===== src/sbc_mode_defs.vh =====
// Constants for the operating-mode controller
// Function
// - Exactly six modes, one at a time
// - Init on power-up and soft reset
// - Stop mode keeps main regulator on
// - Sleep mode turns main regulator off
// - Restart on wake or failure, reset asserted
// - Leave restart after delay into normal
// - Critical failure may enter fail-safe, regulator off
// - Fail-safe held until wake or temp clears
// - Development mode halts watchdog, no failure
// - Development mode forces CAN normal, aux on
// - Test strap in init selects development
// - All modes except fail-safe reachable in development mode
// - Control uses 16-bit SPI frames
// - Strap config picks restart or fail-safe
// - Mode field cleared passing through restart
// - First valid SPI frame in init: normal
// - No trigger in long window: restart in init, else per strap
// - Wake events ignored in init
`ifndef SBC_MODE_DEFS_VH
`define SBC_MODE_DEFS_VH
// Mode codes
`define MODE_INIT     3'h0
`define MODE_NORMAL   3'h1
`define MODE_STOP     3'h2
`define MODE_SLEEP    3'h3
`define MODE_RESTART  3'h4
`define MODE_FAILSAFE 3'h5
// Mode request field codes (0 keeps normal)
`define REQ_NORMAL    2'h0
`define REQ_SLEEP     2'h1
`define REQ_STOP      2'h2
`define REQ_SOFTRST   2'h3
// Frame layout: request field position
`define FRAME_BITS    16
`define REQ_LSB       0
// Timing at 10 MHz (100 ns)
`define CLK_NS        100
`define RD_A_US       10
`define RD_B_US       2
`define LONG_WIN_MS   200
`define RD_A_CYC      ((`RD_A_US * 1000) / `CLK_NS)
`define RD_B_CYC      ((`RD_B_US * 1000) / `CLK_NS)
`define LONG_WIN_CYC  ((`LONG_WIN_MS * 1000000) / `CLK_NS)
`endif


===== src/sbc_delay_timer.v =====
// Down-counting delay timer with load and done pulse
module sbc_delay_timer #(
   parameter WIDTH = 24
) (
   input wire i_clock,
   input wire i_sys_rst,
   input wire i_load,
   input wire [WIDTH-1:0] i_count,
   input wire i_run,
   output reg o_done
);
   reg [WIDTH-1:0] count_r;
   reg busy_r;

   // Load wins over running; done is a single pulse on the run cycle that finds the count at one or zero
   always @(posedge i_clock or posedge i_sys_rst) begin
      if (i_sys_rst) begin
         count_r <= {WIDTH{1'b0}};
         busy_r <= 1'b0;
         o_done <= 1'b0;
      end else begin
         o_done <= 1'b0;
         if (i_load) begin
            count_r <= i_count;
            busy_r <= 1'b1;
         end else if (busy_r && i_run) begin
            if (count_r <= {{(WIDTH-1){1'b0}}, 1'b1}) begin
               busy_r <= 1'b0;
               o_done <= 1'b1;
            end else begin
               count_r <= count_r - {{(WIDTH-1){1'b0}}, 1'b1};
            end
         end
      end
   end
endmodule // sbc_delay_timer


===== src/sbc_operating_mode_control.v =====
// Operating-mode state machine with development mode and mode field
`include "sbc_mode_defs.vh"
module sbc_operating_mode_control #(
   parameter LONG_WIN = `LONG_WIN_CYC,
   parameter RD_A = `RD_A_CYC,
   parameter RD_B = `RD_B_CYC
) (
   input wire i_clock,
   input wire i_sys_rst,
   input wire i_frame_valid,
   input wire [15:0] i_frame_data,
   input wire i_frame_len_ok,
   input wire i_wd_trigger,
   input wire i_test_strap,
   input wire i_cfg_strap,
   input wire i_main_uv,
   input wire i_overtemp,
   input wire i_wake_bus,
   input wire i_wake_input,
   input wire i_wake_sense,
   input wire i_wake_gpio,
   input wire i_restart_delay_sel,
   output reg [2:0] o_mode,
   output reg [1:0] o_mode_field,
   output reg o_main_regulator_en,
   output reg o_aux_regulator_en,
   output reg o_can_force_normal,
   output reg o_mcu_reset_n,
   output reg o_dev_mode,
   output reg o_wd_failure,
   output reg o_cfg_failsafe
);
   // ****************************************************
   // State and strap capture
   // ****************************************************
   reg [2:0] mode_r;
   reg [2:0] mode_nxt;
   reg dev_r;
   reg cfg_fs_r;
   reg [1:0] field_r;
   reg [1:0] field_nxt;
   reg [31:0] wd_cnt_r;
   reg wd_fail_r;
   reg wd_armed_r;
   reg prev_restart_r;
   wire wake_any;
   wire frame_ok;
   wire rd_done;
   wire enter_restart;
   wire [23:0] rd_len;

   // ****************************************************
   // Mode decodes shared by the output logic
   // ****************************************************
   // Regulator stays up except in the two power-down modes
   function main_on;
      input [2:0] m;
      begin
         main_on = (m != `MODE_SLEEP) && (m != `MODE_FAILSAFE);
      end
   endfunction

   // Reset held while the supply is off, so the controller never runs unpowered
   function mcu_released;
      input [2:0] m;
      begin
         mcu_released = main_on(m) && (m != `MODE_RESTART);
      end
   endfunction

   assign wake_any = i_wake_bus | i_wake_input | i_wake_sense | i_wake_gpio;
   // Only whole 16-bit frames count as commands
   assign frame_ok = i_frame_valid & i_frame_len_ok;
   assign rd_len = i_restart_delay_sel ? RD_B[23:0] : RD_A[23:0];
   assign enter_restart = (mode_nxt == `MODE_RESTART) && (mode_r != `MODE_RESTART);

   // Straps are caught only while in init, so they cannot change later
   always @(posedge i_clock or posedge i_sys_rst) begin
      if (i_sys_rst) begin
         dev_r <= 1'b0;
         cfg_fs_r <= 1'b1; // Safe default: fail-safe on watchdog failure
      end else if (mode_r == `MODE_INIT) begin
         dev_r <= i_test_strap;
         cfg_fs_r <= ~i_cfg_strap;
      end
   end

   // ****************************************************
   // Watchdog: long open window, halted in development
   // ****************************************************
   always @(posedge i_clock or posedge i_sys_rst) begin
      if (i_sys_rst) begin
         wd_cnt_r <= 32'h0;
         wd_fail_r <= 1'b0;
         wd_armed_r <= 1'b1;
      end else begin
         wd_fail_r <= 1'b0;
         if (dev_r || !o_mcu_reset_n) begin
            wd_cnt_r <= 32'h0;
         end else if (i_wd_trigger) begin
            wd_cnt_r <= 32'h0;
            wd_armed_r <= 1'b0;
         end else if (wd_armed_r) begin
            if (wd_cnt_r >= LONG_WIN - 1) begin
               wd_fail_r <= 1'b1;
               wd_cnt_r <= 32'h0;
            end else begin
               wd_cnt_r <= wd_cnt_r + 32'h1;
            end
         end
         // Window re-arms after every reset release
         if (mode_r == `MODE_RESTART || mode_r == `MODE_INIT) begin
            wd_armed_r <= 1'b1;
         end
      end
   end

   sbc_delay_timer #(.WIDTH(24)) u_rd_timer (
      .i_clock(i_clock),
      .i_sys_rst(i_sys_rst),
      .i_load(enter_restart),
      .i_count(rd_len),
      .i_run(~i_main_uv & ~wd_fail_r),
      .o_done(rd_done)
   );

   // ****************************************************
   // Mode state machine
   // ****************************************************
   always @* begin
      mode_nxt = mode_r;
      field_nxt = field_r;
      case (mode_r)
         `MODE_INIT: begin
            // Wake inputs are not looked at here
            if (wd_fail_r || i_main_uv) begin
               mode_nxt = `MODE_RESTART;
            end else if (frame_ok) begin
               mode_nxt = `MODE_NORMAL;
            end
         end
         `MODE_NORMAL, `MODE_STOP: begin
            if (wd_fail_r) begin
               mode_nxt = cfg_fs_r ? `MODE_FAILSAFE : `MODE_RESTART;
            end else if (i_main_uv) begin
               mode_nxt = `MODE_RESTART;
            end else if (frame_ok) begin
               field_nxt = i_frame_data[`REQ_LSB+1:`REQ_LSB];
               case (i_frame_data[`REQ_LSB+1:`REQ_LSB])
                  `REQ_SLEEP: mode_nxt = `MODE_SLEEP;
                  `REQ_STOP: mode_nxt = `MODE_STOP;
                  `REQ_SOFTRST: mode_nxt = `MODE_INIT;
                  default: mode_nxt = `MODE_NORMAL;
               endcase
            end
         end
         `MODE_SLEEP: begin
            if (wake_any) begin
               mode_nxt = `MODE_RESTART;
            end
         end
         `MODE_RESTART: begin
            field_nxt = `REQ_NORMAL;
            if (rd_done) begin
               mode_nxt = `MODE_NORMAL;
            end
         end
         `MODE_FAILSAFE: begin
            // Permanent until a wake or overtemperature release
            if (wake_any || (prev_restart_r && !i_overtemp)) begin
               mode_nxt = `MODE_RESTART;
            end
         end
         default: mode_nxt = `MODE_INIT;
      endcase
      if (mode_nxt == `MODE_RESTART || mode_nxt == `MODE_INIT) begin
         field_nxt = `REQ_NORMAL;
      end
   end

   // Registered mode; prev_restart_r remembers an overtemperature seen while in fail-safe
   always @(posedge i_clock or posedge i_sys_rst) begin
      if (i_sys_rst) begin
         mode_r <= `MODE_INIT;
         field_r <= `REQ_NORMAL;
         prev_restart_r <= 1'b0;
      end else begin
         mode_r <= mode_nxt;
         field_r <= field_nxt;
         if (mode_r != `MODE_FAILSAFE && mode_nxt == `MODE_FAILSAFE) begin
            prev_restart_r <= 1'b0;
         end else if (mode_r == `MODE_FAILSAFE && i_overtemp) begin
            prev_restart_r <= 1'b1;
         end
      end
   end

   // ****************************************************
   // Outputs, all registered; mode, field, regulator and reset from next state
   // ****************************************************
   always @(posedge i_clock or posedge i_sys_rst) begin
      if (i_sys_rst) begin
         o_mode <= `MODE_INIT;
         o_mode_field <= `REQ_NORMAL;
         o_main_regulator_en <= 1'b1;
         o_aux_regulator_en <= 1'b0;
         o_can_force_normal <= 1'b0;
         o_mcu_reset_n <= 1'b0;
         o_dev_mode <= 1'b0;
         o_wd_failure <= 1'b0;
         o_cfg_failsafe <= 1'b1;
      end else begin
         o_mode <= mode_nxt;
         o_mode_field <= field_nxt;
         // Off in sleep and fail-safe, on in stop
         o_main_regulator_en <= main_on(mode_nxt);
         o_aux_regulator_en <= dev_r;
         o_can_force_normal <= dev_r;
         o_mcu_reset_n <= mcu_released(mode_nxt);
         o_dev_mode <= dev_r;
         o_wd_failure <= wd_fail_r;
         o_cfg_failsafe <= cfg_fs_r;
      end
   end
endmodule // sbc_operating_mode_control


===== config.mk =====
export PLATFORM = sky130hd
export DESIGN_NAME = sbc_operating_mode_control
export DESIGN_NICKNAME = d
export VERILOG_FILES = /design/src/sbc_delay_timer.v /design/src/sbc_operating_mode_control.v
export VERILOG_INCLUDE_DIRS = /design/src
export SDC_FILE = /design/constraint.sdc
export NUM_CORES = 1
export LEC_CHECK = 0
export ABC_CLOCK_PERIOD_IN_PS = 3100
export BUFFER_PORTS_ARGS = -buffer_cell sky130_fd_sc_hd__buf_2
export CAP_MARGIN = 20
export CORE_ASPECT_RATIO = 0.6
export CORE_MARGIN = 4
export CORE_UTILIZATION = 50
export DETAILED_ROUTE_END_ITERATION = 10
export GPL_TIMING_DRIVEN = 1
export PLACE_DENSITY = 0.69
export SYNTH_ARGS = -nofsm -noshare
export SYNTH_HDL_FRONTEND = slang
export SYNTH_HIERARCHICAL = 1
export SYNTH_SLANG_ARGS = --single-unit

===== constraint.sdc =====
create_clock -name i_clock -period 3.1 [get_ports i_clock]
set_clock_uncertainty 0.15 [all_clocks]
set_input_delay 0.62 -clock i_clock [delete_from_list [all_inputs] [get_ports i_clock]]
set_output_delay 0.62 -clock i_clock [all_outputs]
set_load 0.02 [all_outputs]

==> results.toml, run 1 <==
[final_layout]
multi_input_area_sq_um = 2270
syn_to_final_growth_pct = 14.6
nets = 532
diodes = 0
final_cells = 610
nFillCells = 690
final_layout_size_suffix_gt1_frac = 0.197
ff_latch_area_sq_um = 1830

[clock_tree]
postCtsSetupRepairBufs = 0
cts.sinks = 73
h-tree-depth = 3
clk_pin_slew_ns = 0.06
clock_latency_ns = 0.33
hold_buffers = 0
cts_tree = "yes"
clock-root-buffer = "clkbuf_16"
cts_made_buffers = 9
ctsLongestPathBuffers = 2
ctsResizeCount = 0

[synth]
synth_top_area_share = 0.407
synthesis.area_sq_um = 4240
ys_types = 73
syn_avg_cell_area_sq_um = 9.42
async_reset_ff_frac = 1.00
yosysTopAreaCell = "dfrtp_1"
synthTopCellsByCount = "dfrtp_1, nand2_1, o21ai_0"
netlist_instances = 450
netlist_top_cells_area = "dfrtp_1, nand2_1, o21ai_0, xnor2_1, nand3_1"
ys_ff_latch = 73
yosysMostFrequentCell = "dfrtp_1"
yosys_warnings = 6
synth-main-ff-cell = "dfrtp_1"
synth_edf_count = 0
synth_seq_area_share = 0.432

[global_routing]
grt_pass1_vias = 3346
overflow = 0
antenna_found_initial = 0
grt_start_max_net_pins = 48
grt_pass1_wl_microns = 17100
grtUsageTotal = 0.215

[run_status]
outcome = "finished clean"

[power]
combPwrFrac = 0.186
seqPwrFrac = 0.456
finalPower_uw = 2860
p_per_area_nw_per_um2 = 588
power_frac_clock = 0.358
peakVddDrop_mv = 0.276
power.internal_uw = 1980
leakagePower_uw = 0.00202
p_switching_uw = 873
swShare = 0.306

[critical_path]
max_stage_delay_ns = 0.65
cp_max_fo = 14
endpoint_kind = "flop"
critPathKind = "reg2reg"
cp.required_ns = 3.16
worstPathCellList = "nor4_2, and3_1, and2_1, nor4_1, o31a_1"
cpLargestDelayFamily = "simple AND/OR/NAND/NOR gates"
arrival_ns = 2.68
start_kind = "flop"
crit_slowest_cell = "and3_1"
cp_num_buf_inv = 0

[drt]
drtIter0Drc = 389
ant_nets = 0
dr.pass1.iters = 5
num_vias = 3569
vias_per_cell = 5.85
wirelength_microns = 9970
drc_errors = 0
wl_per_cell_microns = 16.3

[floorplan]
ios = 42
die_w_microns = 127
initial_utilization = 0.525
die_area_sq_um = 10100
num_rows = 25
fp.dieH_microns = 79.3
core_sq_um = 8070

[timing]
clock.fmax_mhz = 383
tightest_slew_ns = 0.656
drv_slew = 0
finalHoldViolations = 0
rsz0062_at_grt = "false"
finalSetupViolCount = 0
finalCritPeriodShare = 0.843
relSlewSlack = 0.563
fin_ws_ns = 0.486
setup_tns_ns = 0
min_period_ns = 2.61

[place]
place.gp.congestion = 0.869
portBuffers = 27
dp_cells = 593
place_ws_ns = 0.303
post-dp-hpwl_microns = 7180

[flow_run]
maxCapViolations = 0

[hold_path]
hold_path.class = "in2async"
[kinds of logic after synthesis]
group / count (synthesis) / share of synthesized area
AO/OA/AOI/OAI: 101 / 0.165
AND/OR/NAND/NOR: 199 / 0.273
XOR/XNOR: 18 / 0.0372
buffers and inverters: 42 / 0.0502
flip-flops: 73 / 0.432
multiplexers: 10 / 0.0260
adder cells (fa/ha/maj): 5 / 0.0148
other: 2 / 0.00177
[final timing paths]
kind | startpoint | to | slack (ns) | cells past startpoint
setup / recovery | u_rd_timer/count_r[11] | u_rd_timer/count_r[11] | 0.49 | 5
hold / removal | i_sys_rst | wd_cnt_r[24] | 0.02 | 2
setup reg to reg | u_rd_timer/count_r[11] | u_rd_timer/count_r[11] | 0.49 | 5
hold reg to reg | cfg_fs_r | o_cfg_failsafe | 0.23 | 0
max in group asynchronous | i_sys_rst | u_rd_timer/count_r[18] | 2.05 | 3
min in group i_clock | cfg_fs_r | o_cfg_failsafe | 0.23 | 0
[through the flow]
step | utilization | hold slack (ns) | instance area, sq um
2_1_floorplan | - | 0.211 | 4310
3_3_place_gp | 0.563 | 0.217 | 4540
3_5_place_dp | 0.563 | 0.226 | 4540
4_1_cts | 0.600 | 0.157 | 4840
5_1_grt | 0.602 | 0.00421 | 4860
6_report | 0.602 | 0.0172 | 4860
[power by group through the flow]
| stage | clock, uW | sequential [uW] | combinational, uW |
|---|---|---|---|
| 6_report | 1020 | 1300 | 531 |
| 3_3_place_gp | 0 | 1310 | 504 |
| 4_1_cts | 1050 | 1300 | 528 |
| 3_5_place_dp | 0 | 1320 | 523 |
| 5_1_grt | 1090 | 1330 | 602 |
| 2_1_floorplan | 0 | 1260 | 437 |
[per-layer routing]
layer	part of all wire	wire, microns	track usage
met4	0.011	114	0.0717
met2	0.40	3970	0.288
met1	0.51	5110	0.336
met3	0.077	767	0.0470
met5	0	0	0
[sequential cells by signal (all words and copies together) (netlist names)]
register             cells
cfg_fs_r                 1
dev_r                    1
o_cfg_failsafe           1
o_dev_mode               1
o_main_regulator_en      1
o_mcu_reset_n            1
o_mode                   3
o_mode_field             2
o_wd_failure             1
prev_restart_r           1
u_rd_timer/busy_r        1
u_rd_timer/count_r      24
u_rd_timer/o_done        1
wd_armed_r               1
wd_cnt_r                32
wd_fail_r                1
[placed cells by master (no fill, tap or decap), drive strengths merged, types with 5 or more instances in the layout]
cell     instances
nor2            24
nand2           55
nor3            10
inv             17
mux2             8
nand4           12
a31oi           16
nand3b           5
clkbuf          10
and2            14
a21oi           22
ha               5
a211oi           5
nor4            15
conb            21
nand3           24
xnor2           14
o21ai           30
a2111oi          6
and3             7
buf             42
dfrtp           69
or4              5
[final cells by class]
class / count / share of cell area
multi-input combinational: 354 / 0.468
sequential: 73 / 0.377
clock inverter: 6 / 0.0118
inverter: 17 / 0.0131
tap: 108 / 0.0278
timing repair buffer: 42 / 0.0536
clock buffer: 10 / 0.0492
(Power assumes the default switching activity.)
==> run 2, diff against run 1 <==
ABC_CLOCK_PERIOD_IN_PS = 2300   (was 3100)
PLACE_DENSITY = 0.72   (was 0.69)
clock period = 2.3 ns   (was 3.1 ns; I/O delays follow)
==> run 2 against run 1 <==
  * The flow now finishes with violations (negative setup slack)
  * Hold slack improved by 0.027 ns
  * Non-clock buffer count rose by 58
  * Critical path depth rose by 2
  * Critical path type unchanged
  * Highest routed layer unchanged
  * Critical endpoint is now wd_cnt_r[19]
==> results.toml, run 2 (synthesized netlist as in run 1, its figures left out) <==
[timing]
finalSetupViolCount = 7
tightest_slew_ns = 0.590
clock.fmax_mhz = 429
min_period_ns = 2.33
fin_ws_ns = -0.0335
drv_slew = 0
rsz0062_at_grt = "true"
finalCritPeriodShare = 1.01
relSlewSlack = 0.607
finalHoldViolations = 0

[clock_tree]
clock_latency_ns = 0.33
cts_tree = "yes"
cts_made_buffers = 9
h-tree-depth = 3
hold_buffers = 0
cts.sinks = 73
clock-root-buffer = "clkbuf_16"
clk_pin_slew_ns = 0.06
ctsLongestPathBuffers = 2

[place]
portBuffers = 27
place_ws_ns = -0.114
post-dp-hpwl_microns = 7570
place.gp.congestion = 0.914

[critical_path]
max_stage_delay_ns = 0.52
worstPathCellList = "nor4_2, buf_4, o211ai_1, a2111oi_4, buf_6, or3b_1, nand3_1"
critPathKind = "reg2reg"
start_kind = "flop"
cp.required_ns = 2.42
crit_slowest_cell = "a2111oi_4"
ff2ff_setup_slack_ns = -0.03
arrival_ns = 2.46
cp_max_fo = 7
endpoint_kind = "flop"

[floorplan]
die_area_sq_um = 10100
fp.dieH_microns = 79.3
core_sq_um = 8070
die_w_microns = 127
ios = 42
initial_utilization = 0.525
num_rows = 25

[global_routing]
grt_pass1_wl_microns = 17800
grt_start_max_net_pins = 48
grtUsageTotal = 0.222
antenna_found_initial = 0
grt_pass1_vias = 3579
overflow = 0

[final_layout]
regMostFlops = "wd_cnt_r"
syn_to_final_growth_pct = 28.5
final_cell_mix = "dfrtp_1, buf_4, nand2_1"
fin_util = 0.675
top_regs = "wd_cnt_r (32), u_rd_timer/count_r (24), o_mode (3)"
nets = 591
final_layout_size_suffix_gt1_frac = 0.319
diodes = 0
largest_reg_flops = 32

[drt]
dr.pass1.iters = 5
drc_errors = 0
wirelength_microns = 11200
vias_per_cell = 5.76
num_vias = 3855
wl_per_cell_microns = 16.7
ant_nets = 0
drtIter0Drc = 403

[run_status]
violations = "negative setup slack"
outcome = "complete, but fails checks"

[power]
p_per_area_nw_per_um2 = 750
peakVddDrop_mv = 0.592
leakagePower_uw = 0.00234

[flow_run]
maxCapViolations = 0

[hold_path]
hold_path.class = "in2async"
## run 2: cell count changes in the layout (fill, tap and decap cells not counted), sizes merged
cell      previous run  this run
inv                 17        18
clkinv               4         2
clkinvlp             1         2
buf                 42       100
and3                 7         8
## run 2: what timing repair did
item	4_1_cts	5_1_grt
hold endpoints to repair	0	0
buffers inserted	0	22
resized for setup	0	36
endpoints found under the setup margin	0	16
## run 2: layout make-up
cell class              instances  area (sq um)
clock buffers                  10           229
fillers                       630          2630
well taps                     108           135
repair buffers                100           712
flip-flops and latches         73          1840
clock inverters                 6          67.6
inverters                      17          63.8
multi-input cells             355          2400
## run 2: path summary, 6_finish.rpt
check | from | cells past startpoint | end
min in group i_clock | i_cfg_strap | 2 | cfg_fs_r
max | wd_cnt_r[11] | 7 | wd_cnt_r[19]
min reg2reg | cfg_fs_r | 0 | o_cfg_failsafe
min | i_sys_rst | 3 | u_rd_timer/count_r[22]
max reg2reg | wd_cnt_r[11] | 7 | wd_cnt_r[19]
max in group asynchronous | i_sys_rst | 3 | o_mode[2]
## run 2: critical path: cells and delay by family (launching register included)
kind / cells / cell delay, ns
and+or+nand+nor: 3 / 0.69
DFF: 1 / 0.39
AOI/OAI and AO/OA: 2 / 0.67
buffers and inverters: 2 / 0.37
## run 2: stage by stage
stage	power [uW]	std cells	hold slack (ns)	TNS (ns)	area [sq um]
finish	4080	669	0.0438	-0.115	5450
global route	4310	669	0.0998	-1.47	5450
CTS	4030	645	0.0521	0	5140
detailed placement	2620	629	0.227	-0.407	4840
global placement	2560	629	0.225	-0.193	4840
floorplan	2280	469	0.211	0	4360
## run 2: power breakdown
group | switching [uW] | internal [uW] | total, uW
clock | 563 | 844 | 1410
sequential | 283 | 1470 | 1750
combinational | 464 | 460 | 924
## run 2: layer usage
metal,global-route usage,share of wire,vias up
met3,0.0558,0.080,18
met2,0.328,0.42,152
met4,0.0546,0.0099,0
li1,-,-,1821
met5,0,0,-
met1,0.327,0.49,1864
